`config.mk`:
```
export PLATFORM = sky130hd
export DESIGN_NAME = cpu_pointer_system_registers
export DESIGN_NICKNAME = d
export VERILOG_FILES = /design/src/hw/cpu_pointer_pkg.sv /design/src/hw/cpu_pointer_system_registers.sv
export SDC_FILE = /design/constraint.sdc
export NUM_CORES = 1
export LEC_CHECK = 0
export BUFFER_PORTS_ARGS = -buffer_cell sky130_fd_sc_hd__buf_2
export CAP_MARGIN = 20
export CORE_MARGIN = 8
export CORE_UTILIZATION = 56
export CTS_CLUSTER_DIAMETER = 200
export CTS_CLUSTER_SIZE = 28
export DETAILED_ROUTE_END_ITERATION = 16
export HOLD_SLACK_MARGIN = 0.05
export PLACE_DENSITY = 0.81
export SYNTH_ARGS = -nofsm -noshare
export SYNTH_HDL_FRONTEND = slang
export SYNTH_SLANG_ARGS = --single-unit
```
`constraint.sdc`:
```
create_clock -name clk_sys -period 4.49 [get_ports clk_sys]
set_input_delay 0.898 -clock clk_sys [delete_from_list [all_inputs] [get_ports clk_sys]]
set_output_delay 0.898 -clock clk_sys [all_outputs]
set_load 0.05 [all_outputs]
```
`src/hw/cpu_pointer_pkg.sv`:
```
package cpu_pointer_pkg;

    localparam int DATA_W = 32;
    localparam int ADDR_W = 8;
    localparam int WORD_W = 16;
    localparam int STACK_W = 4;
    localparam int OFFSET_W = 8;

    localparam logic [ADDR_W-1:0] ADDR_PC = 8'h00;
    localparam logic [ADDR_W-1:0] ADDR_SP = 8'h04;
    localparam logic [ADDR_W-1:0] ADDR_IV = 8'h08;
    localparam logic [ADDR_W-1:0] ADDR_LC0 = 8'h0C;
    localparam logic [ADDR_W-1:0] ADDR_LC1 = 8'h10;
    localparam logic [ADDR_W-1:0] ADDR_OFFS = 8'h14;

    localparam logic [WORD_W-1:0] RST_PC = 16'h8000;
    localparam logic [STACK_W-1:0] RST_SP = 4'hF;
    localparam logic [WORD_W-1:0] RST_IV = 16'h0000;
    localparam logic [WORD_W-1:0] RST_LC = 16'h0000;
    localparam logic [OFFSET_W-1:0] RST_OFFS = 8'h00;

    localparam logic [WORD_W-1:0] STEP = 16'h0001;
    localparam logic [STACK_W-1:0] STACK_STEP = 4'h1;
    localparam logic [OFFSET_W-1:0] OFFSET_STEP = 8'h01;

    localparam logic [1:0] RESP_OKAY = 2'h0;
    localparam logic [1:0] RESP_SLVERR = 2'h2;

    typedef enum logic [1:0] {
        FP_HOLD,
        FP_INC,
        FP_DEC,
        FP_SPARE
    } fp_mode_t;

endpackage

```
`src/hw/cpu_pointer_system_registers.sv`:
```
`timescale 1ns/10ps

module cpu_pointer_system_registers (
    input  wire logic        clk_sys,
    input  wire logic        arst_n,
    input  wire logic [7:0]  s_axi_awaddr,
    input  wire logic        s_axi_awvalid,
    output logic             s_axi_awready,
    input  wire logic [31:0] s_axi_wdata,
    input  wire logic [3:0]  s_axi_wstrb,
    input  wire logic        s_axi_wvalid,
    output logic             s_axi_wready,
    output logic [1:0]       s_axi_bresp,
    output logic             s_axi_bvalid,
    input  wire logic        s_axi_bready,
    input  wire logic [7:0]  s_axi_araddr,
    input  wire logic        s_axi_arvalid,
    output logic             s_axi_arready,
    output logic [31:0]      s_axi_rdata,
    output logic [1:0]       s_axi_rresp,
    output logic             s_axi_rvalid,
    input  wire logic        s_axi_rready,
    input  wire logic        fetch,
    input  wire logic        stackPush,
    input  wire logic        stackPop,
    input  wire logic        intAck,
    input  wire logic        loopDec,
    input  wire logic        loopSel,
    input  wire logic [15:0] loopTarget,
    input  wire logic        fpAccess,
    input  wire logic        fpWrite,
    input  wire logic [1:0]  fpMode,
    input  wire logic [15:0] frameBase,
    output logic [15:0]      programCounter,
    output logic [3:0]       stackTopPointer,
    output logic [15:0]      frameAddress,
    output logic             fpValid,
    output logic             callPush,
    output logic [15:0]      callReturn
);

    function automatic logic [15:0] mergeBytes(input logic [15:0] old,
                                               input logic [31:0] data,
                                               input logic [3:0]  strb);
        mergeBytes = {strb[1] ? data[15:8] : old[15:8],
                      strb[0] ? data[7:0] : old[7:0]};
    endfunction

    function automatic logic isMapped(input logic [7:0] addr);
        isMapped = (addr == cpu_pointer_pkg::ADDR_PC) || (addr == cpu_pointer_pkg::ADDR_SP)
                 || (addr == cpu_pointer_pkg::ADDR_IV) || (addr == cpu_pointer_pkg::ADDR_LC0)
                 || (addr == cpu_pointer_pkg::ADDR_LC1)
                 || (addr == cpu_pointer_pkg::ADDR_OFFS);
    endfunction

    logic [15:0] pc_reg;
    logic [15:0] pc_next;
    logic [3:0]  sp_reg;
    logic [3:0]  sp_next;
    logic [15:0] iv_reg;
    logic [15:0] iv_next;
    logic [15:0] lc0_reg;
    logic [15:0] lc0_next;
    logic [15:0] lc1_reg;
    logic [15:0] lc1_next;
    logic [7:0]  offs_reg;
    logic [7:0]  offs_next;
    logic [15:0] fpAddr_reg;
    logic [15:0] fpAddr_next;
    logic        fpValid_reg;
    logic        callPush_reg;
    logic [15:0] callRet_reg;

    logic        awready_reg;
    logic        wready_reg;
    logic        bvalid_reg;
    logic [1:0]  bresp_reg;
    logic [7:0]  awaddr_reg;
    logic [31:0] wdata_reg;
    logic [3:0]  wstrb_reg;
    logic        arready_reg;
    logic        rvalid_reg;
    logic [1:0]  rresp_reg;
    logic [31:0] rdata_reg;

    wire awFire = s_axi_awvalid && awready_reg;
    wire wFire = s_axi_wvalid && wready_reg;
    // Both halves held, response not yet raised: commit exactly once
    wire wrFire = !awready_reg && !wready_reg && !bvalid_reg;
    wire arFire = s_axi_arvalid && arready_reg;
    wire wrPc = wrFire && (awaddr_reg == cpu_pointer_pkg::ADDR_PC);
    wire wrSp = wrFire && (awaddr_reg == cpu_pointer_pkg::ADDR_SP);
    wire wrIv = wrFire && (awaddr_reg == cpu_pointer_pkg::ADDR_IV);
    wire wrLc0 = wrFire && (awaddr_reg == cpu_pointer_pkg::ADDR_LC0);
    wire wrLc1 = wrFire && (awaddr_reg == cpu_pointer_pkg::ADDR_LC1);
    wire wrOffs = wrFire && (awaddr_reg == cpu_pointer_pkg::ADDR_OFFS);

    // Loop counters
    wire         dec0 = loopDec && !loopSel;
    wire         dec1 = loopDec && loopSel;
    wire [15:0]  lc0Dec = lc0_reg - cpu_pointer_pkg::STEP;
    wire [15:0]  lc1Dec = lc1_reg - cpu_pointer_pkg::STEP;
    wire [15:0]  lcDec = loopSel ? lc1Dec : lc0Dec;
    // Branch taken while the counter has not reached zero
    wire         loopJump = loopDec && (lcDec != 16'h0000);

    assign lc0_next = dec0 ? lc0Dec
                    : wrLc0 ? mergeBytes(lc0_reg, wdata_reg, wstrb_reg) : lc0_reg;
    assign lc1_next = dec1 ? lc1Dec
                    : wrLc1 ? mergeBytes(lc1_reg, wdata_reg, wstrb_reg) : lc1_reg;

    // Interrupt and loop branch win over a bus write, a bus write wins over fetch; the core is expected to stall around it
    assign pc_next = intAck ? iv_reg
                   : loopJump ? loopTarget
                   : wrPc ? mergeBytes(pc_reg, wdata_reg, wstrb_reg)
                   : fetch ? pc_reg + cpu_pointer_pkg::STEP : pc_reg;

    wire        spUp = stackPush || intAck;
    wire [3:0]  spInc = spUp ? cpu_pointer_pkg::STACK_STEP : 4'h0;
    wire [3:0]  spDecr = stackPop ? cpu_pointer_pkg::STACK_STEP : 4'h0;
    // Four-bit sum wraps on its own
    assign sp_next = (spUp || stackPop) ? sp_reg + spInc - spDecr
                   : wrSp ? (wstrb_reg[0] ? wdata_reg[3:0] : sp_reg) : sp_reg;

    assign iv_next = wrIv ? mergeBytes(iv_reg, wdata_reg, wstrb_reg) : iv_reg;

    // Frame offset stepping
    wire        fpStep = fpAccess
                         && (fpMode == cpu_pointer_pkg::FP_INC || fpMode == cpu_pointer_pkg::FP_DEC);
    wire [7:0]  offsStepped = (fpMode == cpu_pointer_pkg::FP_INC)
                              ? offs_reg + cpu_pointer_pkg::OFFSET_STEP
                              : offs_reg - cpu_pointer_pkg::OFFSET_STEP;
    assign offs_next = fpStep ? offsStepped
                     : (wrOffs && wstrb_reg[0]) ? wdata_reg[7:0] : offs_reg;

    // Writes use the stepped offset, reads the current one
    wire [7:0]  offsUsed = (fpWrite && fpStep) ? offsStepped : offs_reg;
    assign fpAddr_next = fpAccess ? frameBase + {8'h00, offsUsed} : fpAddr_reg;

    always_ff @(posedge clk_sys or negedge arst_n) begin
        if (!arst_n) begin
            pc_reg <= cpu_pointer_pkg::RST_PC;
            sp_reg <= cpu_pointer_pkg::RST_SP;
            iv_reg <= cpu_pointer_pkg::RST_IV;
            lc0_reg <= cpu_pointer_pkg::RST_LC;
            lc1_reg <= cpu_pointer_pkg::RST_LC;
            offs_reg <= cpu_pointer_pkg::RST_OFFS;
            fpAddr_reg <= 16'h0000;
            fpValid_reg <= 1'b0;
            callPush_reg <= 1'b0;
            callRet_reg <= 16'h0000;
        end else begin
            pc_reg <= pc_next;
            sp_reg <= sp_next;
            iv_reg <= iv_next;
            lc0_reg <= lc0_next;
            lc1_reg <= lc1_next;
            offs_reg <= offs_next;
            fpAddr_reg <= fpAddr_next;
            fpValid_reg <= fpAccess;
            callPush_reg <= intAck;
            callRet_reg <= intAck ? pc_reg : callRet_reg;
        end
    end

    // Read mux; reserved bits above each field read zero
    wire [31:0] rdMux =
        (s_axi_araddr == cpu_pointer_pkg::ADDR_PC) ? {16'h0000, pc_reg}
      : (s_axi_araddr == cpu_pointer_pkg::ADDR_SP) ? {28'h0000000, sp_reg}
      : (s_axi_araddr == cpu_pointer_pkg::ADDR_IV) ? {16'h0000, iv_reg}
      : (s_axi_araddr == cpu_pointer_pkg::ADDR_LC0) ? {16'h0000, lc0_reg}
      : (s_axi_araddr == cpu_pointer_pkg::ADDR_LC1) ? {16'h0000, lc1_reg}
      : (s_axi_araddr == cpu_pointer_pkg::ADDR_OFFS) ? {24'h000000, offs_reg}
      : 32'h00000000;

    always_ff @(posedge clk_sys or negedge arst_n) begin
        if (!arst_n) begin
            awready_reg <= 1'b1;
            wready_reg <= 1'b1;
            awaddr_reg <= 8'h00;
            wdata_reg <= 32'h00000000;
            wstrb_reg <= 4'h0;
        end else begin
            if (awFire) begin
                awready_reg <= 1'b0;
                awaddr_reg <= s_axi_awaddr;
            end else if (s_axi_bvalid && s_axi_bready) begin
                awready_reg <= 1'b1;
            end
            if (wFire) begin
                wready_reg <= 1'b0;
                wdata_reg <= s_axi_wdata;
                wstrb_reg <= s_axi_wstrb;
            end else if (s_axi_bvalid && s_axi_bready) begin
                wready_reg <= 1'b1;
            end
        end
    end

    always_ff @(posedge clk_sys or negedge arst_n) begin
        if (!arst_n) begin
            bvalid_reg <= 1'b0;
            bresp_reg <= cpu_pointer_pkg::RESP_OKAY;
        end else if (wrFire) begin
            bvalid_reg <= 1'b1;
            bresp_reg <= isMapped(awaddr_reg) ? cpu_pointer_pkg::RESP_OKAY
                                              : cpu_pointer_pkg::RESP_SLVERR;
        end else if (bvalid_reg && s_axi_bready) begin
            bvalid_reg <= 1'b0;
        end
    end

    always_ff @(posedge clk_sys or negedge arst_n) begin
        if (!arst_n) begin
            arready_reg <= 1'b1;
            rvalid_reg <= 1'b0;
            rresp_reg <= cpu_pointer_pkg::RESP_OKAY;
            rdata_reg <= 32'h00000000;
        end else if (arFire) begin
            arready_reg <= 1'b0;
            rvalid_reg <= 1'b1;
            rdata_reg <= rdMux;
            rresp_reg <= isMapped(s_axi_araddr) ? cpu_pointer_pkg::RESP_OKAY
                                                : cpu_pointer_pkg::RESP_SLVERR;
        end else if (rvalid_reg && s_axi_rready) begin
            arready_reg <= 1'b1;
            rvalid_reg <= 1'b0;
        end
    end

    assign s_axi_awready = awready_reg;
    assign s_axi_wready = wready_reg;
    assign s_axi_bvalid = bvalid_reg;
    assign s_axi_bresp = bresp_reg;
    assign s_axi_arready = arready_reg;
    assign s_axi_rvalid = rvalid_reg;
    assign s_axi_rresp = rresp_reg;
    assign s_axi_rdata = rdata_reg;
    assign programCounter = pc_reg;
    assign stackTopPointer = sp_reg;
    assign frameAddress = fpAddr_reg;
    assign fpValid = fpValid_reg;
    assign callPush = callPush_reg;
    assign callReturn = callRet_reg;

    // Helper: no program counter source other than a fetch
    wire pcQuiet = !intAck && !loopJump && !wrPc;

    property p_resetPc;
        @(posedge clk_sys) $rose(arst_n)
        |-> pc_reg == cpu_pointer_pkg::RST_PC && sp_reg == cpu_pointer_pkg::RST_SP;
    endproperty
    a_resetPc: assert property (p_resetPc) else $error("Reset values wrong");

    property p_fetchStep;
        @(posedge clk_sys) disable iff (!arst_n)
        fetch && pcQuiet |=> pc_reg == $past(pc_reg) + 16'h0001;
    endproperty
    a_fetchStep: assert property (p_fetchStep) else $error("Fetch step wrong");

    property p_pcWrite;
        @(posedge clk_sys) disable iff (!arst_n)
        wrPc && !intAck && !loopJump && wstrb_reg[1:0] == 2'h3
        |=> pc_reg == $past(wdata_reg[15:0]);
    endproperty
    a_pcWrite: assert property (p_pcWrite) else $error("Redirect lost");

    property p_pcRead;
        @(posedge clk_sys) disable iff (!arst_n)
        arFire && !fetch && pcQuiet |=> $stable(pc_reg) && rvalid_reg;
    endproperty
    a_pcRead: assert property (p_pcRead) else $error("Read moved counter");

    property p_spRead;
        @(posedge clk_sys) disable iff (!arst_n)
        arFire && s_axi_araddr == cpu_pointer_pkg::ADDR_SP
        |=> s_axi_rvalid && s_axi_rdata[31:4] == 28'h0000000;
    endproperty
    a_spRead: assert property (p_spRead) else $error("Reserved bits set");

    property p_spPush;
        @(posedge clk_sys) disable iff (!arst_n)
        stackPush && !stackPop |=> sp_reg == 4'($past(sp_reg) + 4'h1);
    endproperty
    a_spPush: assert property (p_spPush) else $error("Push step wrong");

    property p_spPop;
        @(posedge clk_sys) disable iff (!arst_n)
        stackPop && !stackPush && !intAck |=> sp_reg == 4'($past(sp_reg) - 4'h1);
    endproperty
    a_spPop: assert property (p_spPop) else $error("Pop step wrong");

    property p_intCall;
        @(posedge clk_sys) disable iff (!arst_n)
        intAck |=> pc_reg == $past(iv_reg) && callPush && callReturn == $past(pc_reg);
    endproperty
    a_intCall: assert property (p_intCall) else $error("Vector call wrong");

    property p_loopZero;
        @(posedge clk_sys) disable iff (!arst_n)
        dec0 |=> lc0_reg == 16'($past(lc0_reg) - 16'h0001)
                 && (lc0_reg == 16'h0000 || intAck || pc_reg == $past(loopTarget) || $past(intAck));
    endproperty
    a_loopZero: assert property (p_loopZero) else $error("Loop zero wrong");

    property p_fpRead;
        @(posedge clk_sys) disable iff (!arst_n)
        fpAccess && !fpWrite
        |=> fpValid && frameAddress == 16'($past(frameBase) + {8'h00, $past(offs_reg)});
    endproperty
    a_fpRead: assert property (p_fpRead) else $error("Frame read address wrong");

    property p_fpPreInc;
        @(posedge clk_sys) disable iff (!arst_n)
        fpAccess && fpWrite && fpMode == cpu_pointer_pkg::FP_INC
        |=> offs_reg == 8'($past(offs_reg) + 8'h01)
            && frameAddress == 16'($past(frameBase) + {8'h00, offs_reg});
    endproperty
    a_fpPreInc: assert property (p_fpPreInc) else $error("Pre-increment wrong");

    property p_fpPreDec;
        @(posedge clk_sys) disable iff (!arst_n)
        fpAccess && fpWrite && fpMode == cpu_pointer_pkg::FP_DEC
        |=> offs_reg == 8'($past(offs_reg) - 8'h01)
            && frameAddress == 16'($past(frameBase) + {8'h00, offs_reg});
    endproperty
    a_fpPreDec: assert property (p_fpPreDec) else $error("Pre-decrement wrong");

    property p_fpPostDec;
        @(posedge clk_sys) disable iff (!arst_n)
        fpAccess && !fpWrite && fpMode == cpu_pointer_pkg::FP_DEC
        |=> offs_reg == 8'($past(offs_reg) - 8'h01);
    endproperty
    a_fpPostDec: assert property (p_fpPostDec) else $error("Post-decrement wrong");

    property p_loopOne;
        @(posedge clk_sys) disable iff (!arst_n)
        dec1 |=> lc1_reg == 16'($past(lc1_reg) - 16'h0001);
    endproperty
    a_loopOne: assert property (p_loopOne) else $error("Loop one wrong");

    // Counter about to leave one behind nonzero: branch taken
    property p_loopJump;
        @(posedge clk_sys) disable iff (!arst_n)
        loopDec && !intAck && (loopSel ? lc1_reg : lc0_reg) != 16'h0001
        |=> pc_reg == $past(loopTarget);
    endproperty
    a_loopJump: assert property (p_loopJump) else $error("Loop branch lost");

    property p_loopStay;
        @(posedge clk_sys) disable iff (!arst_n)
        loopDec && !intAck && !wrPc && !fetch && (loopSel ? lc1_reg : lc0_reg) == 16'h0001
        |=> $stable(pc_reg);
    endproperty
    a_loopStay: assert property (p_loopStay) else $error("Loop fell through wrong");

    property p_ivWrite;
        @(posedge clk_sys) disable iff (!arst_n)
        wrIv && wstrb_reg[1:0] == 2'h3 |=> iv_reg == $past(wdata_reg[15:0]);
    endproperty
    a_ivWrite: assert property (p_ivWrite) else $error("Vector write lost");

endmodule

```
==> metrics <==
Critical path origin=fpMode[1]; Critical Path RT=4.81 ns; post-synthesis mux area share=12.72%; pre-CTS setup slack=0.1552 ns; Leak=5.035 nW; Post-CTS Setup Bufs=0; relative slew slack=37.60%; DPL Wire Length=19940 µm; first-pass GRT wire length=43780 µm; CP max stage cell=a21oi_1; final number of hold-violating endpoints=0; CTS max path bufs=2; FF+latch count, synth=159; Top delay family on crit path=compound AO/OA/AOI/OAI gates; EDFF count, synth=0; Crit Reg-Reg Startpoint=lc1_reg[0]; asr flop ratio synth=100.0%; complex-gate fraction of the synthesized area=17.59%; num ports=196; port buffer count=159; Hold WC Path Type=flop to flop; vias per std cell=6.179; R2R cell count=10; initial antenna violation count=0; Design Area, Final=11200 µm²; clock sinks=159; wirelength, routed=27330 µm; Simple-Gate Fraction of Synth Area=16.00%; worst hold stages=2; hold-fix buffers at CTS=0; Setup crit end kind=flop; vias in the first global route=8447; crit path kind=primary input to flop; crit path DAT=4.23 ns; most common cell after layout, fill and taps aside=buf_2; Routed Antenna Nets=0; mean area per synthesized cell=9.319 µm²; CTS clk-pin slew, worst paths=0.06 ns; core area=17120 µm²; Slew @ Worst Pin=0.9283 ns; Buf+Inv Stages, Crit Path=3; largest net degree at the start of global routing=97; XOR/XNOR share of the synthesized area=3.427%; DR iter-0 viols=748; GRT Total Usage=25.00%; status=finished, final reports clean; Post-Syn Instances=1042; Critical Path Fanout Max=7; H-tree depth reported by CTS=4; Die Area=21810 µm²; area of the mapped netlist=9711 µm²; final hold slack=0.4729 ns; Slew Limit Fails=0; Pre-antenna DRT Iters=8; placer congestion estimate=0.9256; via count=8676; ANT cells=0; max-cap violations=0; combinational family with the most area after synthesis=compound AO/OA/AOI/OAI gates; Final nets=1295; Root Buffer=clkbuf_16; Tmin final=3.910 ns; post-route setup TNS=0 ns; Pwr per Cell Area=552.7 nW/µm²; worst r2r dst=programCounter[7]; Final Cycle Share=87.08%; CP endpoint=frameAddress[8]; Die Ht=147.7 µm; CP peak stage delay=0.43 ns; final setup fails=0; synthesis-to-finish area growth=15.38%; Worst-Skew Late Latency=0.44 ns; Critical Path Start Type=primary input; unrepaired setup endpoints after global routing=false; initial core utilization=56.73%; Reg2Reg Setup Slack=0.61 ns; synth unique cells=71; fillcell total=1373; total CTS buffers=17; YS warnings=0; maximum VDD drop=0.3815 mV; worst path cell trace=buf_2 -> inv_1 -> ha_1 -> inv_1 -> ha_1 -> a21oi_1 -> nand2_1 -> a21o_1 -> a21o_1 -> xnor2_1 -> o21ai_0 -> ha_1 -> a21oi_1 -> o21bai_1 -> a21oi_1 -> xnor2_1 -> mux2_2; placed cell areas=10560 µm²; remaining global-route overflow=0; sequential area share after synthesis=41.08%; FP Rows=48; Post-Synth Adder-Cell Area=3.711%; CTS tree=yes; Main synth FF type=dfrtp_1; wire per inst=19.47 µm; final cell utilization of the core=65.46%; share of cells above drive strength 1=25.19%; commonest cells after routing, fill and taps aside=buf_2 (158), dfrtp_1 (151), nor2_1 (98); Worst Clk Skew=0.01150 ns; FMAX=0.2558 GHz; die width=147.7 µm; critical path depth=17; Final WS setup=0.5801 ns; DRC=0; post_cts resized=0
[report_power, final]
part | switching [mW] | total [mW] | internal [mW]
Sequential | 0.563 | 2.38 | 1.82
Combinational | 1.36 | 2.20 | 0.837
Clock | 0.606 | 1.61 | 1.00
Total | 2.53 | 6.19 | 3.66
[cells in the mapped netlist, types with 15 or more instances]
cell	instances	area, µm²
mux2_2	75	844.6
inv_1	39	146.4
or3_1	15	93.84
o22ai_1	16	100.1
nor3_1	17	85.08
nand3_1	35	175.2
o21ai_0	85	425.4
nor2_1	98	367.9
nand2_1	97	364.1
a21oi_1	47	235.2
ha_1	24	300.3
clkbuf_1	48	180.2
buf_4	18	135.1
dfrtp_1	151	3779
a31oi_1	24	150.1
xnor2_1	25	219.0
mux2i_1	36	360.4
[worst min-delay path: stages, from the launching register on]
cell,delay [ns]
dfrtp_1,0.33
nand2_1,0.05
o21ai_0,0.06
[area by class of cell]
cell class | instances | area (µm²) | share of cell area, %
multi-input combinational | 783 | 5264 | 46.98
sequential | 159 | 3989 | 35.60
timing repair buffer | 167 | 874.6 | 7.806
clock buffer | 19 | 442.9 | 3.953
tap | 225 | 281.5 | 2.513
clock inverter | 12 | 206.4 | 1.843
inverter | 39 | 146.4 | 1.307
[layer usage]
metal	vias to the layer above	part of all wire, %	track usage (%)	wire (µm)
met5	-	0	0	0
met4	0	4.3	11.22	1163
met3	94	8.9	6.726	2423
met2	470	47	40.39	12760
met1	4107	40	30.87	10980
li1	4005	-	-	-
[cell families after synthesis]
kind of cell / count (synthesis)
adder cells (fa/ha/maj): 27
multiplexers: 113
flip-flops: 159
AND/OR/NAND/NOR: 324
AO/OA/AOI/OAI: 263
buffers and inverters: 117
XOR/XNOR: 38
other: 1
[metrics by stage]
stage / instances / total power [mW]
detailed placement: 1373 / 4.565
finish: 1404 / 6.193
global placement: 1373 / 4.485
CTS: 1404 / 6.183
floorplan: 1059 / 3.922
global route: 1404 / 6.509
[how the worst min path moves through the flow]
stage	startpoint	slack (ns)	to
2_1_floorplan	awaddr_reg[6]	0.47	awaddr_reg[6]
3_3_place_gp	s_axi_rdata[13]	0.46	s_axi_rdata[13]
3_5_place_dp	s_axi_rdata[15]	0.47	s_axi_rdata[15]
4_1_cts	s_axi_rdata[15]	0.48	s_axi_rdata[15]
5_1_grt	s_axi_rdata[15]	0.49	s_axi_rdata[15]
6_report	s_axi_rdata[15]	0.47	s_axi_rdata[15]
No activity file was read; power rests on OpenSTA's default activity.
